$ cat config.mk
export PLATFORM = sky130hd
export DESIGN_NAME = acdc_top
export DESIGN_NICKNAME = d
export VERILOG_FILES = /design/src/verilog/acdc_pkg.sv /design/src/verilog/acdc_scan_next.sv /design/src/verilog/acdc_top.sv
export SDC_FILE = /design/constraint.sdc
export NUM_CORES = 1
export LEC_CHECK = 0
export BUFFER_PORTS_ARGS = -buffer_cell sky130_fd_sc_hd__buf_4
export CELL_PAD_IN_SITES_DETAIL_PLACEMENT = 1
export CELL_PAD_IN_SITES_GLOBAL_PLACEMENT = 1
export CORE_ASPECT_RATIO = 1.25
export CORE_UTILIZATION = 41
export CTS_CLUSTER_DIAMETER = 30
export DETAILED_ROUTE_END_ITERATION = 12
export PLACE_DENSITY_LB_ADDON = 0.1
export SYNTH_ARGS = -nofsm -noshare
export SYNTH_HDL_FRONTEND = slang
export SYNTH_SLANG_ARGS = --single-unit
export TNS_END_PERCENT = 20
$ cat constraint.sdc
create_clock -name clock_i -period 1.9 [get_ports clock_i]
set_input_delay 0.285 -clock clock_i [delete_from_list [all_inputs] [get_ports clock_i]]
set_output_delay 0.285 -clock clock_i [all_outputs]
set_load 0.1 [all_outputs]
$ cat src/verilog/acdc_pkg.sv
// Package for the converter scan and DMA control block.
// Assumes an 8-bit special-function register bus with one-cycle strobes.
package acdc_pkg;
  // Register offsets on the special-function register bus
  localparam logic [7:0] ACDC_CTRL_ADDR = 8'hC4;
  localparam logic [7:0] ACDC_CFG0_ADDR = 8'hC3;
  localparam logic [7:0] ACDC_RESL_ADDR = 8'hC5;
  localparam logic [7:0] ACDC_RESH_ADDR = 8'hC6;
  localparam logic [7:0] ACDC_CFG1_ADDR = 8'hC7;
  localparam logic [7:0] ACDC_CFG3_ADDR = 8'hC8;
  localparam logic [7:0] ACDC_SCANL_ADDR = 8'hC9;
  localparam logic [7:0] ACDC_SCANH_ADDR = 8'hCA;
  // Control register fields
  localparam int ACDC_EN_BIT = 7;
  localparam int ACDC_WIN_BIT = 6;
  localparam int ACDC_CHMSB_BIT = 5;
  localparam int ACDC_DONE_BIT = 4;
  localparam int ACDC_START_BIT = 3;
  // Configuration 0 fields
  localparam int ACDC_CKS_LSB = 5;
  localparam int ACDC_RJ_BIT = 4;
  localparam int ACDC_AUX_BIT = 3;
  // Configuration 1 fields
  localparam int ACDC_IGN_BIT = 7;
  localparam int ACDC_WIE_BIT = 6;
  // Configuration 3 fields
  localparam int ACDC_TMX_LSB = 6;
  localparam int ACDC_RES_LSB = 2;
  localparam int ACDC_DBS_BIT = 1;
  localparam int ACDC_DMAEN_BIT = 0;
  // Reset values
  localparam logic [7:0] ACDC_CTRL_RST = 8'h00;
  localparam logic [7:0] ACDC_CFG0_RST = 8'h00;
  localparam logic [7:0] ACDC_CFG1_RST = 8'h00;
  localparam logic [7:0] ACDC_CFG3_RST = 8'h40;
  localparam logic [7:0] ACDC_SCAN_RST = 8'h00;
  // Trigger sources and resolutions
  localparam logic [1:0] ACDC_TRIG_SW = 2'h0;
  localparam logic [1:0] ACDC_TRIG_T0 = 2'h1;
  localparam logic [1:0] ACDC_TRIG_FREE = 2'h2;
  localparam logic [1:0] ACDC_TRIG_BRG = 2'h3;
  localparam logic [1:0] ACDC_RES_12 = 2'h0;
  localparam logic [1:0] ACDC_RES_10 = 2'h1;
  // Conversion length in conversion clocks
  localparam logic [5:0] ACDC_CONV_CLKS = 6'h1E;
  typedef enum logic [1:0] {ACDC_IDLE, ACDC_CONV, ACDC_DMA_LO, ACDC_DMA_HI}
    acdc_state_t;
endpackage

$ cat src/verilog/acdc_scan_next.sv
// Next-channel finder for the scan mode.
// Pure combinational; the caller registers the result.
module acdc_scan_next (
  // Scan state
  input wire logic [15:0] mask_i,
  input wire logic [3:0] cur_i,
  // Result
  output logic [3:0] next_o
);
  logic [15:0] above;
  logic [3:0] hi_pick [0:16];
  logic [3:0] lo_pick [0:16];
  logic [16:0] hi_any;
  logic [16:0] lo_any;
  // Channels strictly above the current one
  genvar g;
  generate
    for (g = 0; g < 16; g++) begin : g_bit
      assign above[g] = (4'(g) > cur_i) && mask_i[g];
      // Search from the top so the lowest match wins
      assign hi_pick[g] = above[g] ? 4'(g) : hi_pick[g+1];
      assign hi_any[g] = above[g] | hi_any[g+1];
      assign lo_pick[g] = mask_i[g] ? 4'(g) : lo_pick[g+1];
      assign lo_any[g] = mask_i[g] | lo_any[g+1];
    end
  endgenerate
  assign hi_pick[16] = 4'h0;
  assign lo_pick[16] = 4'h0;
  assign hi_any[16] = 1'b0;
  assign lo_any[16] = 1'b0;
  // Wrap to lowest enabled channel
  assign next_o = hi_any[0] ? hi_pick[0] : (lo_any[0] ? lo_pick[0] : cur_i);
endmodule

$ cat src/verilog/acdc_top.sv
// Converter control, scan sequencing and DMA result formatting.
// Assumes the analog core reports conversion end via a strobe; the
// window comparator, timers and clock divider sit outside and feed
// their events in as synchronous one-cycle pulses.
//
// Summary of operation
// - Scan advances channel after each finished conversion
// - Empty scan mask stops channel switching
// - Scan mask split over two byte registers
// - Four-bit trigger mode field; only its low two bits select start
// - DMA sends low byte then high byte
// - Resolution truncates low bits to zero
// - Byte-count bit picks two or one bytes
// - Single byte transfer picks significant byte
// - Full-scale byte order follows justification table
// - Control bit 7 powers converter on
// - Window flag set by hardware, cleared by software
// - Done flag requests interrupt unless ignored
// - Start bit cleared only by hardware or by clearing control bit 7
// - No new conversion while start low or done high
// - Channel is bit 5 plus bits 2..0
// - Auxiliary select picks reference or ground
// - No conversions in power-down
// - Idle conversion completes and can wake CPU
// - Basic trigger bits choose start source
// - Justification bit places result left or right
// - Resolution encoding 12, 10, 8, reserved
// - Clock select field drives conversion clock
module acdc_top (
  // Clock and reset
  input wire logic clock_i,
  input wire logic resetn_i,
  // Register bus
  input wire logic [7:0] sfr_addr_i,
  input wire logic [7:0] sfr_wdata_i,
  input wire logic sfr_wr_i,
  output logic [7:0] sfr_rdata_o,
  // Trigger and event pulses, power-down level
  input wire logic timer0_ovf_i,
  input wire logic brg_ovf_i,
  input wire logic conv_clk_tick_i,
  input wire logic window_match_i,
  input wire logic power_down_i,
  // Analog core
  input wire logic conv_done_i,
  input wire logic [11:0] conv_data_i,
  output logic analog_power_o,
  output logic conv_start_o,
  output logic [4:0] mux_select_o,
  output logic [2:0] conv_clock_select_o,
  // Interrupt requests
  output logic converter_irq_o,
  // DMA
  input wire logic dma_ack_i,
  output logic dma_req_o,
  output logic [7:0] dma_data_o,
  output logic dma_last_o
);
  import acdc_pkg::*;

  logic [7:0] ctrl_r, ctrl_nxt;
  logic [7:0] cfg0_r, cfg1_r, cfg3_r;
  logic [7:0] scan_lo_r, scan_hi_r;
  logic [7:0] res_lo_r, res_hi_r;
  logic [7:0] rdata_r;
  logic [4:0] mux_r;
  logic start_pulse_r, irq_r;
  logic [5:0] conv_cnt_r;
  logic dma_req_r, dma_last_r;
  logic [7:0] dma_data_r;
  acdc_state_t state_r, state_nxt;

  // Register decode
  wire wr_ctrl = sfr_wr_i && (sfr_addr_i == ACDC_CTRL_ADDR);
  wire wr_cfg0 = sfr_wr_i && (sfr_addr_i == ACDC_CFG0_ADDR);
  wire wr_cfg1 = sfr_wr_i && (sfr_addr_i == ACDC_CFG1_ADDR);
  wire wr_cfg3 = sfr_wr_i && (sfr_addr_i == ACDC_CFG3_ADDR);
  wire wr_scl = sfr_wr_i && (sfr_addr_i == ACDC_SCANL_ADDR);
  wire wr_sch = sfr_wr_i && (sfr_addr_i == ACDC_SCANH_ADDR);

  wire enabled = ctrl_r[ACDC_EN_BIT];
  wire start_bit = ctrl_r[ACDC_START_BIT];
  wire done_flag = ctrl_r[ACDC_DONE_BIT];
  wire [15:0] scan_mask = {scan_hi_r, scan_lo_r};
  wire scan_on = |scan_mask;
  wire [3:0] chan = {ctrl_r[ACDC_CHMSB_BIT], ctrl_r[2:0]};
  wire aux_sel = cfg0_r[ACDC_AUX_BIT];
  wire right_j = cfg0_r[ACDC_RJ_BIT];
  wire [1:0] res_sel = cfg3_r[ACDC_RES_LSB +: 2];
  wire one_byte = cfg3_r[ACDC_DBS_BIT];
  wire dma_en = cfg3_r[ACDC_DMAEN_BIT];
  wire [3:0] trig_mode = {cfg3_r[ACDC_TMX_LSB +: 2], cfg0_r[1:0]};
  wire [1:0] trig_base = trig_mode[1:0];

  // Hardware start source; extension bits only widen the field here
  wire hw_trig = (trig_base == ACDC_TRIG_T0) ? timer0_ovf_i :
                 (trig_base == ACDC_TRIG_FREE) ? 1'b1 :
                 (trig_base == ACDC_TRIG_BRG) ? brg_ovf_i : 1'b0;
  // Software start needs the start bit; other modes rerun once armed
  wire may_start = enabled && !power_down_i && start_bit &&
                   (trig_base == ACDC_TRIG_SW || hw_trig);
  // Done flag must be gone before another start
  wire go = (state_r == ACDC_IDLE) && may_start && !done_flag;
  // Conversion ends on core strobe or after the nominal clock count
  wire conv_end = (state_r == ACDC_CONV) &&
    (conv_done_i || (conv_clk_tick_i && conv_cnt_r == ACDC_CONV_CLKS));

  // Result formatting: truncate then justify
  wire [11:0] keep_mask = (res_sel == ACDC_RES_12) ? 12'hFFF :
                          (res_sel == ACDC_RES_10) ? 12'hFFC : 12'hFF0;
  wire [11:0] trunc = conv_data_i & keep_mask;
  wire [11:0] rj_val = (res_sel == ACDC_RES_12) ? trunc :
                       (res_sel == ACDC_RES_10) ? {2'h0, trunc[11:2]} :
                       {4'h0, trunc[11:4]};
  wire [15:0] fmt = right_j ? {4'h0, rj_val} : {trunc, 4'h0};
  // Single byte: the one holding the data, low when right-justified
  wire [7:0] single_b = right_j ? fmt[7:0] : fmt[15:8];

  // Next scan channel
  logic [3:0] scan_next;
  acdc_scan_next u_next (
    .mask_i(scan_mask),
    .cur_i(chan),
    .next_o(scan_next)
  );

  // Control register update
  always_comb begin
    ctrl_nxt = ctrl_r;
    if (wr_ctrl) begin
      ctrl_nxt = sfr_wdata_i;
      // Start bit only settable, flags only clearable
      // A start written while done is high is dropped, not queued
      ctrl_nxt[ACDC_START_BIT] = start_bit |
        (sfr_wdata_i[ACDC_START_BIT] & ~done_flag);
      ctrl_nxt[ACDC_WIN_BIT] = ctrl_r[ACDC_WIN_BIT] &
                               sfr_wdata_i[ACDC_WIN_BIT];
      ctrl_nxt[ACDC_DONE_BIT] = done_flag & sfr_wdata_i[ACDC_DONE_BIT];
    end
    // Disabling the converter drops any pending start
    if (!ctrl_nxt[ACDC_EN_BIT])
      ctrl_nxt[ACDC_START_BIT] = 1'b0;
    if (conv_end) begin
      // Software trigger is single shot; others keep the start bit set
      if (trig_base == ACDC_TRIG_SW)
        ctrl_nxt[ACDC_START_BIT] = 1'b0;
      ctrl_nxt[ACDC_DONE_BIT] = 1'b1;
      if (scan_on) begin
        ctrl_nxt[ACDC_CHMSB_BIT] = scan_next[3];
        ctrl_nxt[2:0] = scan_next[2:0];
      end
    end
    // Set wins over a same-cycle clear
    if (window_match_i && enabled)
      ctrl_nxt[ACDC_WIN_BIT] = 1'b1;
  end

  // State machine
  always_comb begin
    state_nxt = state_r;
    case (state_r)
      ACDC_IDLE: if (go) state_nxt = ACDC_CONV;
      ACDC_CONV: begin
        // Losing power mid conversion drops the result
        if (!enabled || power_down_i)
          state_nxt = ACDC_IDLE;
        else if (conv_end)
          state_nxt = dma_en ? ACDC_DMA_LO : ACDC_IDLE;
      end
      ACDC_DMA_LO: if (dma_ack_i)
        state_nxt = one_byte ? ACDC_IDLE : ACDC_DMA_HI;
      ACDC_DMA_HI: if (dma_ack_i) state_nxt = ACDC_IDLE;
      default: state_nxt = ACDC_IDLE;
    endcase
  end

  // DMA byte presented in each transfer state
  // High byte comes from the stored result, which holds until idle
  wire [7:0] dma_byte_nxt = (state_nxt == ACDC_DMA_HI) ? res_hi_r :
    (state_nxt == ACDC_DMA_LO && state_r == ACDC_CONV) ?
      (one_byte ? single_b : fmt[7:0]) : dma_data_r;
  wire dma_req_nxt = (state_nxt == ACDC_DMA_LO) ||
                     (state_nxt == ACDC_DMA_HI);
  wire dma_last_nxt = (state_nxt == ACDC_DMA_HI) ||
                      (state_nxt == ACDC_DMA_LO && one_byte);

  // Follow the next channel so the mux never lags a scan step
  wire [3:0] chan_nxt = {ctrl_nxt[ACDC_CHMSB_BIT], ctrl_nxt[2:0]};
  // Auxiliary codes 0 and 1 map to reference and ground
  // Reserved auxiliary codes fall back to the reference
  wire [4:0] mux_nxt = aux_sel ? {1'b1, 3'h0, chan_nxt == 4'h1} :
                                 {1'b0, chan_nxt};

  // Interrupt request
  wire irq_nxt = (ctrl_nxt[ACDC_DONE_BIT] & ~cfg1_r[ACDC_IGN_BIT]) |
                 (ctrl_nxt[ACDC_WIN_BIT] & cfg1_r[ACDC_WIE_BIT]);

  // Read mux
  // Registered, so data follows the address by one cycle
  wire [7:0] rd_nxt =
    (sfr_addr_i == ACDC_CTRL_ADDR) ? ctrl_r :
    (sfr_addr_i == ACDC_CFG0_ADDR) ? cfg0_r :
    (sfr_addr_i == ACDC_RESL_ADDR) ? res_lo_r :
    (sfr_addr_i == ACDC_RESH_ADDR) ? res_hi_r :
    (sfr_addr_i == ACDC_CFG1_ADDR) ? cfg1_r :
    (sfr_addr_i == ACDC_CFG3_ADDR) ? cfg3_r :
    (sfr_addr_i == ACDC_SCANL_ADDR) ? scan_lo_r :
    (sfr_addr_i == ACDC_SCANH_ADDR) ? scan_hi_r : 8'h00;

  always_ff @(posedge clock_i or negedge resetn_i) begin
    if (!resetn_i) begin
      ctrl_r <= ACDC_CTRL_RST;
      cfg0_r <= ACDC_CFG0_RST;
      cfg1_r <= ACDC_CFG1_RST;
      cfg3_r <= ACDC_CFG3_RST;
      scan_lo_r <= ACDC_SCAN_RST;
      scan_hi_r <= ACDC_SCAN_RST;
    end else begin
      ctrl_r <= ctrl_nxt;
      if (wr_cfg0) cfg0_r <= sfr_wdata_i;
      if (wr_cfg1) cfg1_r <= sfr_wdata_i;
      if (wr_cfg3) cfg3_r <= sfr_wdata_i & 8'hCF;
      if (wr_scl) scan_lo_r <= sfr_wdata_i;
      if (wr_sch) scan_hi_r <= sfr_wdata_i;
    end
  end

  // Result store on conversion end
  // Held through both DMA bytes; a new start waits for idle
  always_ff @(posedge clock_i or negedge resetn_i) begin
    if (!resetn_i) begin
      res_lo_r <= 8'h00;
      res_hi_r <= 8'h00;
    end else if (conv_end) begin
      res_lo_r <= fmt[7:0];
      res_hi_r <= fmt[15:8];
    end
  end

  // Conversion sequencing
  always_ff @(posedge clock_i or negedge resetn_i) begin
    if (!resetn_i) begin
      state_r <= ACDC_IDLE;
      conv_cnt_r <= 6'h00;
      start_pulse_r <= 1'b0;
    end else begin
      state_r <= state_nxt;
      start_pulse_r <= go;
      if (go)
        conv_cnt_r <= 6'h00;
      else if (state_r == ACDC_CONV && conv_clk_tick_i)
        conv_cnt_r <= conv_cnt_r + 6'h01;
    end
  end

  // Output flops
  // Every output leaves a flop, so the bus sees no combinational path
  always_ff @(posedge clock_i or negedge resetn_i) begin
    if (!resetn_i) begin
      dma_req_r <= 1'b0;
      dma_last_r <= 1'b0;
      dma_data_r <= 8'h00;
      mux_r <= 5'h00;
      irq_r <= 1'b0;
      rdata_r <= 8'h00;
    end else begin
      dma_req_r <= dma_req_nxt;
      dma_last_r <= dma_last_nxt;
      dma_data_r <= dma_byte_nxt;
      mux_r <= mux_nxt;
      irq_r <= irq_nxt;
      rdata_r <= rd_nxt;
    end
  end

  // Clock select and power copies for the analog side
  logic [7:0] cks_r;
  logic pwr_r;
  always_ff @(posedge clock_i or negedge resetn_i) begin
    if (!resetn_i) begin
      cks_r <= 8'h00;
      pwr_r <= 1'b0;
    end else begin
      cks_r <= {5'h00, cfg0_r[ACDC_CKS_LSB +: 3]};
      pwr_r <= ctrl_nxt[ACDC_EN_BIT] & ~power_down_i;
    end
  end

  assign sfr_rdata_o = rdata_r;
  assign analog_power_o = pwr_r;
  assign conv_start_o = start_pulse_r;
  assign mux_select_o = mux_r;
  assign conv_clock_select_o = cks_r[2:0];
  assign converter_irq_o = irq_r;
  assign dma_req_o = dma_req_r;
  assign dma_data_o = dma_data_r;
  assign dma_last_o = dma_last_r;
endmodule
# Yosys cells after proc, flatten, opt, wreduce, memory -nomap -nowiden
# Cells that the tools add are included.
dict set report word_totals {
  out_inout_bits 29
  inputBits 38
  ff_bits 99
  wordCells 216
}
dict set report op_classes {
  n_mux 72
  reduce_logical 47
  bitwise_logic 42
  magnitude_cmp 16
  n_eq_ne 19
  addsub 1
}
# op n
set op_table {}
lappend op_table {{4-bit two-way mux} 36}
lappend op_table {{8-bit two-way mux} 13}
lappend op_table {{8-bit equality test, second input constant} 8}
lappend op_table {{1-bit logical AND} 33}
lappend op_table {{4-bit greater-than comparator, first input constant} 8}
lappend op_table {{1-bit bitwise OR} 32}
lappend op_table {{6-bit two-way mux} 3}
lappend op_table {{3-bit by 4-bit greater-than comparator with 1-bit output, first input constant} 4}
lappend op_table {{16-bit two-way mux} 1}
lappend op_table {{16-bit OR reduction} 1}
lappend op_table {{2-bit two-way mux} 7}
lappend op_table {{12-bit AND} 1}
lappend op_table {{2-bit equality test, second input constant} 6}
lappend op_table {{12-bit two-way mux} 1}
lappend op_table {{10-bit two-way mux} 1}
lappend op_table {{1-bit by 4-bit greater-than comparator with 1-bit output, first input constant} 2}
lappend op_table {{2-bit by 4-bit greater-than comparator with 1-bit output, first input constant} 2}
lappend op_table {{2-bit case mux with 4 select lines} 1}
lappend op_table {{1-bit two-way mux} 7}
lappend op_table {{6-bit by 1-bit adder with 6-bit output, second input constant} 1}
lappend op_table {{1-bit AND} 6}
lappend op_table {{2-bit by 1-bit equality test with 1-bit output, second input constant} 3}
lappend op_table {{6-bit by 5-bit equality test with 1-bit output, second input constant} 1}
lappend op_table {{2-bit logical NOT} 3}
lappend op_table {{other kinds (7)} 16}

# Depth between registers and ports, before layout
# Gate-level depths: netlist (run 1).
dict set report depth {
  word_depth 23
  depth_mapped 10
  depth_no_buf 9
}

# Cells and area by module
# A second synthesis (run 1) with hierarchy kept.
dict set report hier_totals {
  cells_unflattened 575
  hier_area_um2 5614.1
}
# module area_per_inst_um2 seq_area_each_um2 cells_each instances
set by_module_without_submodules {}
lappend by_module_without_submodules {acdc_top 4943.5 2478.6 474 1}
lappend by_module_without_submodules {acdc_scan_next 670.6 0.0 101 1}

# Worst setup path before layout (run 1)
# No wires, ideal clock.
dict set report synth_path {
  kind {register to register}
  from {reg, netlist name dma_req_o}
  to {reg mux_r[0] (netlist: mux_select_o[0])}
  required_ns 1.806
  n_path_buf 1
  period_less_slack_ns 2.213
  path_stages_with_launch 8
  arrival_ns 2.119
  slack_ns -0.313
  setup_time_ns 0.094
  path_cell_list {dfrtp_1 -> nor2b_1 -> and2_1 -> buf_2 -> nand2_1 -> o31ai_2 -> o2111ai_1 -> a221oi_2}
}
# item line_no
set synth_lines {}
lappend synth_lines {{end signal: assignment} acdc_top.sv:270} ;# mux_r <= mux_nxt;
lappend synth_lines {{end: declaration} acdc_top.sv:66} ;# logic [4:0] mux_r;

# Worst setup path after layout (run 1)
dict set report layout_path {
  from {reg scan_hi_r[6]}
  to {reg mux_r[0] (netlist: mux_select_o[0])}
}
dict set report layout_between {
  elab_chain_len 21
  word_cells_on_any_way 69
  cone_classes {eq/ne (1); mux (36); bitwise (30); reduce/logical (2)}
}
# item line_no
set layout_lines {}
lappend layout_lines {{start: declaration} acdc_top.sv:63} ;# logic [7:0] scan_lo_r, scan_hi_r;
lappend layout_lines {{start signal: assignment} acdc_top.sv:224} ;# if (wr_sch) scan_hi_r <= sfr_wdata_i;
lappend layout_lines {{4-bit two-way mux, or another cell as far along (15 in series)} acdc_scan_next.sv:23} ;# assign lo_pick[g] = mask_i[g] ? 4'(g) : lo_pick[g+1];
lappend layout_lines {{4-bit two-way mux, or another cell as far along} acdc_scan_next.sv:32} ;# assign next_o = hi_any[0] ? hi_pick[0] : (lo_any[0] ? lo_pick[0] : cur_i);
lappend layout_lines {{4-bit two-way mux} acdc_scan_next.sv:32}
lappend layout_lines {{3-bit two-way mux or 1-bit two-way mux (tied branches)} acdc_top.sv:148} ;# if (scan_on) begin
lappend layout_lines {{6-bit two-way mux *} acdc_top.sv:143} ;# if (conv_end) begin
lappend layout_lines {{4-bit by 1-bit equality test with 1-bit output} acdc_top.sv:191} ;# wire [4:0] mux_nxt = aux_sel ? {1'b1, 3'h0, chan_nxt == 4'h1} :
lappend layout_lines {{5-bit two-way mux *} acdc_top.sv:191}
lappend layout_lines {{via mux_nxt[0]} acdc_top.sv:191}
# Mark *: on every way through the listed nets, which the timed path passes. The rest lies on a longest branch.
# A chain may end at the register's enable or synchronous reset.

==> impl_results.md, run 1 <==
- Synth area leader: dfrtp_1
- Seq/Total Area, Yosys: 45.2%
- Fillers: 1437
- Critical path's most frequent cell: a21oi_1
- Worst-case clock buffer depth: 2
- Mapped cell area: 5430 um^2
- Fin cells: 869
- Clock power frac: 37.9%
- CTS H-tree lvls: 3
- Fmax: 0.496 GHz
- Share of cells above drive strength 1: 41.4%
- Worst R2R Path Depth: 8
- Post-DP HPWL: 13900 um
- Pint: 3.77 mW
- FP Rows: 46
- Outcome: complete, but fails checks
- Ports: 67
- Seq pwr share: 42.5%
- Syn nets: 593
- Dpl ws: -0.229 ns
- CTS Sinks: 98
- PwrDens: 705 nW/um^2
- Total CTS buffers: 9
- Vias per cell: 5.61
- Synthesized netlist cell count: 553
- Worst-margin pin slew: 0.614 ns
- Worst hold path type: primary input to register
- Total grt overflow: 0
- Port buffer count: 66
- Via count: 4872
- Slack of the critical path: -0.116 ns
- Post-synth EDFFs: 0
- Placed Area: 6670 um^2
- Die Footprint: 13700 um^2
- Peak supply drop: 0.000485 V
- Ys flop type: dfrtp_1
- Crit path kind: register to register
- CP Max Fanout: 6
- Final nets: 736
- Inserted Diodes: 0
- CTS root buf: clkbuf_16
- WHS Endpoint: analog_power_o
- Final Wtd Congestion: 0.849
- Ys async rst share: 100%
- Min-Delay Path Depth: 2
- Largest net degree at the start of global routing: 34
- CTS tree: yes
- Syn Area/Cell: 9.83 um^2
- Comb pwr share: 19.6%
- Avg WL per Cell: 21.2 um
- Height of the die: 131 um
- First-iteration detailed-routing DRC count: 158
- Post-synth top cells: 97 x dfrtp_1, 83 x nand2_1, 46 x mux2_2, 43 x nor2_1, 31 x mux2i_1
- Final Cell Area: 7400 um^2
- Slew HR: 59.1%
- Failing checks: negative setup slack
- Die width: 105 um
- P&R area growth vs syn: 36.1%
- Synthesis Warnings: 0
- Post-layout min period: 2.02 ns
- Period utilization: 106%
- Count of cell types in the netlist: 69
- Initial antenna violation count: 0
- Final hold viol count: 0
- Post-route ant nets: 0
- Setup crit start: scan_hi_r[6]
- R2R setup slack: -0.12 ns
- Vias in the first global route: 5421
- Worst path cell trace: buf_4 -> nand2b_1 -> a21oi_1 -> o21ai_1 -> a21oi_1 -> nor4_2 -> or3_4 -> a221oi_2
- Most frequent cell after synthesis: dfrtp_1
- Core area: 12800 um^2
- Worst Skew: 0.00805 ns
- Synth top area cells: dfrtp_1 45%, mux2_2 9.5%, nand2_1 5.7%
- Family with the most delay on the worst path: compound AO/OA/AOI/OAI gates
- Switching Share: 27.7%
- Max-cap violations: 0
- CP required: 2.16 ns
- Slowest stage cell on the critical path: dfrtp_1
- Worst Setup End Kind: register
- Worst Path Arrival: 2.28 ns
- DRC Markers: 0
- CP bufs+invs: 1
- Min-delay src: power_down_i
- R2R Path Start: scan_hi_r[6]
- Fin. max-slew vios: 0
- Dpl cells: 836
- Clock Latency Late Sink: 0.35 ns
- Initial Util: 42.3%
- P_sw: 1.44 mW
- Worst-path clk slew: 0.07 ns
- Share of the synthesized area in the top cell type: 44.7%
- P_leak: 3.51 nW
- Setup repair after global routing missed its margin: true
- Critical Path Max Stage Delay: 0.41 ns
- First-pass GRT wire length: 28800 um
- Routed WL: 18400 um
- #FFs+latches synth: 98
- Crit start category: register
- Setup-failing EPs final: 8
- Overall fraction of global-route tracks in use: 27.8%
- Crit Reg-Reg Endpoint: mux_select_o[0]
- Router iterations before antenna repair: 4
-- worst reg2reg max path: stages (launching register included) --
cell and delay [ns]:
dfrtp_1 0.41, buf_4 0.18, nand2b_1 0.14, a21oi_1 0.14
o21ai_1 0.07, a21oi_1 0.25, nor4_2 0.08, or3_4 0.39
a221oi_2 0.26
-- layout by cell type (no fill, tap or decap), drive strengths merged, types with 3 or more instances in the layout --
master / instances
buf: 164
nand4: 4
a21oi: 23
and2: 5
a21boi: 4
xor2: 3
dfrtp: 97
mux2: 46
nor2b: 12
nand2: 83
nand3: 12
clkbuf: 10
o211ai: 5
nor3: 4
and3: 4
a21o: 4
o22ai: 7
nand2b: 8
a31oi: 6
nand3b: 5
o31ai: 3
nor4: 7
o21ai: 35
a211oi: 4
o21a: 6
a221o: 4
mux2i: 31
inv: 11
nor2: 44
a22oi: 13
-- metal layers --
layer  up-vias  share of wire (%)  routed length [um]  GRT usage (%)
met5         -                  0                   0              0
met4         0                4.5                 837           15.7
met3        46                2.8                 518           3.87
met2       101                 54                9870           52.7
met1      2456                 39                7170           29.9
li1       2269                  -                   -              -
-- power groups by stage --
stage	sequential (mW)	clock (mW)	combinational, mW
after global placement	2.25	0	0.882
after CTS	2.21	2.00	1.00
final	2.22	1.97	1.02
after detailed placement	2.25	0	0.906
after global routing	2.22	2.07	1.09
after floorplan	2.30	0	0.415
-- cells by family (layout without fill, tap and decap cells) --
kind of cell	after synthesis	after routing	synth area share (%)
AO/OA/AOI/OAI	132	132	16.7
XOR/XNOR	5	5	0.806
adder cells (fa/ha/maj)	2	2	0.460
buffers and inverters	43	191	3.59
flip-flops	98	98	45.2
multiplexers	78	78	15.7
AND/OR/NAND/NOR	195	195	17.6
-- through the flow --
stage	hold WS (ns)	setup TNS (ns)	utilization [%]	total power, mW
after detailed placement	0.278	-2.48	51.9	3.16
after global placement	0.272	-1.45	51.9	3.13
final	0.0944	-0.330	57.6	5.21
after global routing	0.100	-1.12	57.6	5.38
after floorplan	-0.0106	-0.0369	-	2.71
after CTS	0.0894	-0.227	57.1	5.22
-- state kept, by name (all words and copies together), names as in the netlist --
signal,cells
res_lo_r,8
state_r,1
cfg0_r,8
dma_req_o,1
dma_last_o,1
dma_data_o,8
cfg3_r,6
converter_irq_o,1
mux_select_o,5
res_hi_r,8
sfr_rdata_o,8
cks_r,3
analog_power_o,1
conv_cnt_r,6
conv_start_o,1
cfg1_r,8
scan_lo_r,8
scan_hi_r,8
ctrl_r,8
-- area by class of cell --
type | instances | area [um^2] | share of cell area [%]
Multi-Input combinational cell | 412 | 3040 | 41.1
Sequential cell | 98 | 2460 | 33.3
Timing Repair Buffer | 165 | 1320 | 17.9
Clock buffer | 10 | 229 | 3.10
Tap cell | 168 | 210 | 2.84
Clock inverter | 6 | 90.1 | 1.22
Inverter | 10 | 37.5 | 0.507
-- how the worst max path moves through the flow --
| stage | end | slack (ns) | cells past startpoint |
|---|---|---|---|
| finish | mux_select_o[0] | -0.12 | 8 |
| global route | mux_select_o[0] | -0.23 | 9 |
| CTS | mux_select_o[0] | -0.08 | 8 |
| detailed placement | mux_select_o[0] | -0.23 | 8 |
| global placement | mux_select_o[0] | -0.18 | 7 |
| floorplan | mux_select_o[0] | -0.04 | 10 |
-- repair_timing --
| action | 4_1_cts | 5_1_grt |
|---|---|---|
| hold buffers | 1 | 0 |
| buffers inserted | 16 | 1 |
| setup endpoints to repair | 22 | 21 |
| pin swaps | 26 | 6 |
| gates resized for setup | 47 | 15 |
| hold endpoints to repair | 29 | 0 |
(Power assumes the default switching activity.)
==> run 2, diff against run 1 <==
Settings changed: ABC_AREA from default to 1, CORE_UTILIZATION 41 to 39.
==> impl_results.md, run 2 <==
- Post-synth top cells: 177 x nand2_1, 97 x dfrtp_1, 86 x inv_1, 74 x o21ai_0, 53 x nor2_1 (was 97 x dfrtp_1, 83 x nand2_1, 46 x mux2_2, 43 x nor2_1, 31 x mux2i_1)
- P_leak: 3.36 nW (was 3.51 nW)
- Setup-failing EPs final: 2 (was 8)
- Seq/Total Area, Yosys: 47.0% (was 45.2%)
- Most frequent cells in the layout: 173 x nand2_1, 123 x buf_4, 91 x dfrtp_1, 81 x inv_1, 73 x o21ai_0 (was 152 x buf_4, 91 x dfrtp_1, 78 x nand2_1, 46 x mux2_2, 40 x nor2_1)
- FP Rows: 46 (unchanged)
- WHS Endpoint: analog_power_o (unchanged)
- Routed WL: 18200 um (was 18400 um)
- Worst Skew: 0.00996 ns (was 0.00805 ns)
- Post-route ant nets: 0 (unchanged)
- Crit start category: register (unchanged)
- Worst hold path type: primary input to register (unchanged)
- Slew HR: 66.4% (was 59.1%)
- Final Wtd Congestion: 0.877 (was 0.849)
- Worst path cell trace: nand2_2 -> a21oi_2 -> nor2_1 -> nor2_2 -> nand2_1 -> buf_4 -> o21ai_0 -> nand3_1 -> nand2_1 -> nor2_2 -> a21boi_2 -> nor2_1 (was buf_4 -> nand2b_1 -> a21oi_1 -> o21ai_1 -> a21oi_1 -> nor4_2 -> or3_4 -> a221oi_2)
- Core area: 12900 um^2 (was 12800 um^2)
- Total grt overflow: 0 (unchanged)
- CTS Sinks: 98 (unchanged)
- Count of cell types in the netlist: 46 (was 69)
- Share of the synthesized area in the top cell type: 46.5% (was 44.7%)
- Synth top area cells: dfrtp_1 47%, nand2_1 13%, o21ai_0 7.1% (was dfrtp_1 45%, mux2_2 9.5%, nand2_1 5.7%)
- Crit path kind: register to register (unchanged)
- Worst-margin pin slew: 0.505 ns (was 0.614 ns)
- First-iteration detailed-routing DRC count: 247 (was 158)
- Final hold viol count: 0 (unchanged)
- DRC Markers: 0 (unchanged)
- Overall fraction of global-route tracks in use: 27.6% (was 27.8%)
- Fmax: 0.511 GHz (was 0.496 GHz)
- Worst R2R Path Depth: 12 (was 8)
- Worst-path clk slew: 0.08 ns (was 0.07 ns)
- Avg WL per Cell: 18.8 um (was 21.2 um)
- Share of cells above drive strength 1: 25.4% (was 41.4%)
- Die Footprint: 13800 um^2 (was 13700 um^2)
- Worst-case clock buffer depth: 2 (unchanged)
- Failing checks: negative setup slack (unchanged)
- #FFs+latches synth: 98 (unchanged)
- Synth Area in Compound Gates: 17.6% (was 16.7%)
- Switching Share: 42.9% (was 27.7%)
- Slowest stage cell on the critical path: dfrtp_2 (was dfrtp_1)
- Post-synth EDFFs: 0 (unchanged)
- Worst Path Arrival: 2.20 ns (was 2.28 ns)
- Syn nets: 715 (was 593)
- Comb pwr share: 38.5% (was 19.6%)
- Vias per cell: 5.32 (was 5.61)
- Post-DP HPWL: 14000 um (was 13900 um)
- CTS H-tree lvls: 3 (unchanged)
- CTS root buf: clkbuf_16 (unchanged)
- Portion of netlist area occupied by mux cells: 0% (was 15.7%)
- Vias in the first global route: 5650 (was 5421)
- R2R setup slack: -0.06 ns (was -0.12 ns)
- Via count: 5151 (was 4872)
- Period utilization: 103% (was 106%)
- Initial Util: 40.5% (was 42.3%)
- Critical Path Max Stage Delay: 0.44 ns (was 0.41 ns)
- Pint: 4.56 mW (was 3.77 mW)
- Most common cell after layout, fill and taps aside: nand2_1 (was buf_4)
- Total chip power: 7.99 mW (was 5.21 mW)
- Inserted Diodes: 0 (unchanged)
- Synthesized netlist cell count: 675 (was 553)
- Synth Area in Simple Gates: 26.2% (was 17.6%)
- Synth area leader: dfrtp_1 (unchanged)
- P_sw: 3.43 mW (was 1.44 mW)
- Crit Reg-Reg Endpoint: mux_select_o[0] (unchanged)
- Clock power frac: 25.6% (was 37.9%)
- R2R Path Start: ctrl_r[1] (was scan_hi_r[6])
- Fin cells: 968 (was 869)
- Fin. max-slew vios: 0 (unchanged)
- CTS tree: yes (unchanged)
- Dpl cells: 939 (was 836)
- Post-layout min period: 1.96 ns (was 2.02 ns)
- Dpl ws: -0.124 ns (was -0.229 ns)
- Slack of the critical path: -0.0578 ns (was -0.116 ns)
- Total CTS buffers: 9 (unchanged)
- Outcome: complete, but fails checks (unchanged)
- Post-Synth XOR/XNOR Area: 0.168% (was 0.806%)
- Port buffer count: 66 (unchanged)
- Initial antenna violation count: 0 (unchanged)
- Peak supply drop: 0.00116 V (was 0.000485 V)
- Ys async rst share: 100% (unchanged)
- Min-delay src: power_down_i (unchanged)
- Clock Latency Late Sink: 0.35 ns (about the same)
- Mapped cell area: 5220 um^2 (was 5430 um^2)
- Family with the most delay on the worst path: simple AND/OR/NAND/NOR gates (was compound AO/OA/AOI/OAI gates)
- Synthesis Warnings: 0 (unchanged)
- Main combinational cell family by area after synthesis: simple AND/OR/NAND/NOR gates (unchanged)
- CP bufs+invs: 1 (unchanged)
- PwrDens: 1180 nW/um^2 (was 705 nW/um^2)
- Min-Delay Path Depth: 2 (unchanged)
- Final Util: 52.5% (was 57.6%)
- Ports: 67 (unchanged)
- Adder-Cell Fraction of Synth Area: 0.480% (was 0.461%)
- Largest net degree at the start of global routing: 45 (was 34)
- Ys flop type: dfrtp_1 (unchanged)
- Seq pwr share: 35.8% (was 42.5%)
- Router iterations before antenna repair: 4 (unchanged)
- Most frequent cell after synthesis: nand2_1 (was dfrtp_1)
- Max-cap violations: 0 (unchanged)
- Final nets: 835 (was 736)
- Worst Setup End Kind: register (unchanged)
- First-pass GRT wire length: 29400 um (was 28800 um)
- Setup repair after global routing missed its margin: true (unchanged)
- P&R area growth vs syn: 29.7% (was 36.1%)
- Die width: 105 um (about the same)
- CP Max Fanout: 4 (was 6)
- Height of the die: 131 um (about the same)
- Fin Setup TNS: -0.0681 ns (was -0.330 ns)
- CP required: 2.15 ns (was 2.16 ns)
- Syn Area/Cell: 7.73 um^2 (was 9.83 um^2)
==> run 2: cell count changes in the layout (fill, tap and decap cells not counted), moves of 8 or more <==
cell,delta
buf_4,-29
o221ai_1,+10
nor2b_1,-10
nor3_1,+8
o21ai_0,+45
inv_2,+11
nor2_1,+9
mux2i_1,-30
inv_1,+72
nand2_1,+95
nand3_1,+24
mux2_2,-46
==> run 2: metal layers <==
layer | track usage [%] | wire, um | up-vias
li1 | - | - | 2461
met1 | 31.1 | 7260 | 2579
met2 | 51.9 | 10100 | 77
met3 | 2.18 | 289 | 34
met4 | 12.9 | 583 | 0
met5 | 0 | 0 | -
==> run 2: logic make-up (layout without fill, tap and decap cells) <==
kind of cell               Yosys count  count (layout)
and+or+nand+nor                    309             309
AOI/OAI and AO/OA                  151             151
buffers and inverters              114             239
DFF                                 98              98
adders and majority gates            2               2
xor gates and xnor gates             1               1
==> run 2: power groups by stage <==
| stage | logic, mW | registers, mW | clock network [mW] |
|---|---|---|---|
| final | 3.08 | 2.86 | 2.05 |
| after global routing | 3.30 | 2.91 | 2.14 |
| after CTS | 3.01 | 2.85 | 2.08 |
| after detailed placement | 2.91 | 2.87 | 0 |
| after global placement | 2.84 | 2.86 | 0 |
| after floorplan | 1.03 | 3.80 | 0 |
==> run 2: layout make-up <==
type                    count  area [um^2]
multi-input cells         463         2410
clock buffers               9          225
flip-flops and latches     98         2460
clock inverters             7          106
inverters                  96          370
fillers                  1646         6120
repair buffers            127          985
well taps                 168          210
==> run 2: what timing repair did <==
action                     4_1_cts  5_1_grt
setup endpoints to repair        3        6
hold endpoints to repair        30        0
hold buffers                     1        0
pin swaps                        2        5
resized for setup               17       18
gates cloned                     0        0
setup buffers                    5        7
==> run 2: metrics by stage <==
step                      hold slack [ns]  cell area (um^2)
after floorplan                   -0.0106              5220
after global placement              0.283              6230
after detailed placement            0.292              6230
after CTS                          0.0873              6670
after global routing               0.0967              6770
final                              0.0935              6770
==> run 2: how the worst max path moves through the flow <==
stage | start | to | slack [ns] | cells after the start
2_1_floorplan | dma_req_o | dma_data_o[2] | 0.11 | 8
3_3_place_gp | sfr_addr_i[6] | sfr_rdata_o[6] | -0.09 | 9
3_5_place_dp | ctrl_r[5] | mux_select_o[0] | -0.12 | 13
4_1_cts | ctrl_r[1] | mux_select_o[0] | -0.002 | 11
5_1_grt | ctrl_r[1] | mux_select_o[0] | -0.16 | 13
6_report | ctrl_r[1] | mux_select_o[0] | -0.06 | 12
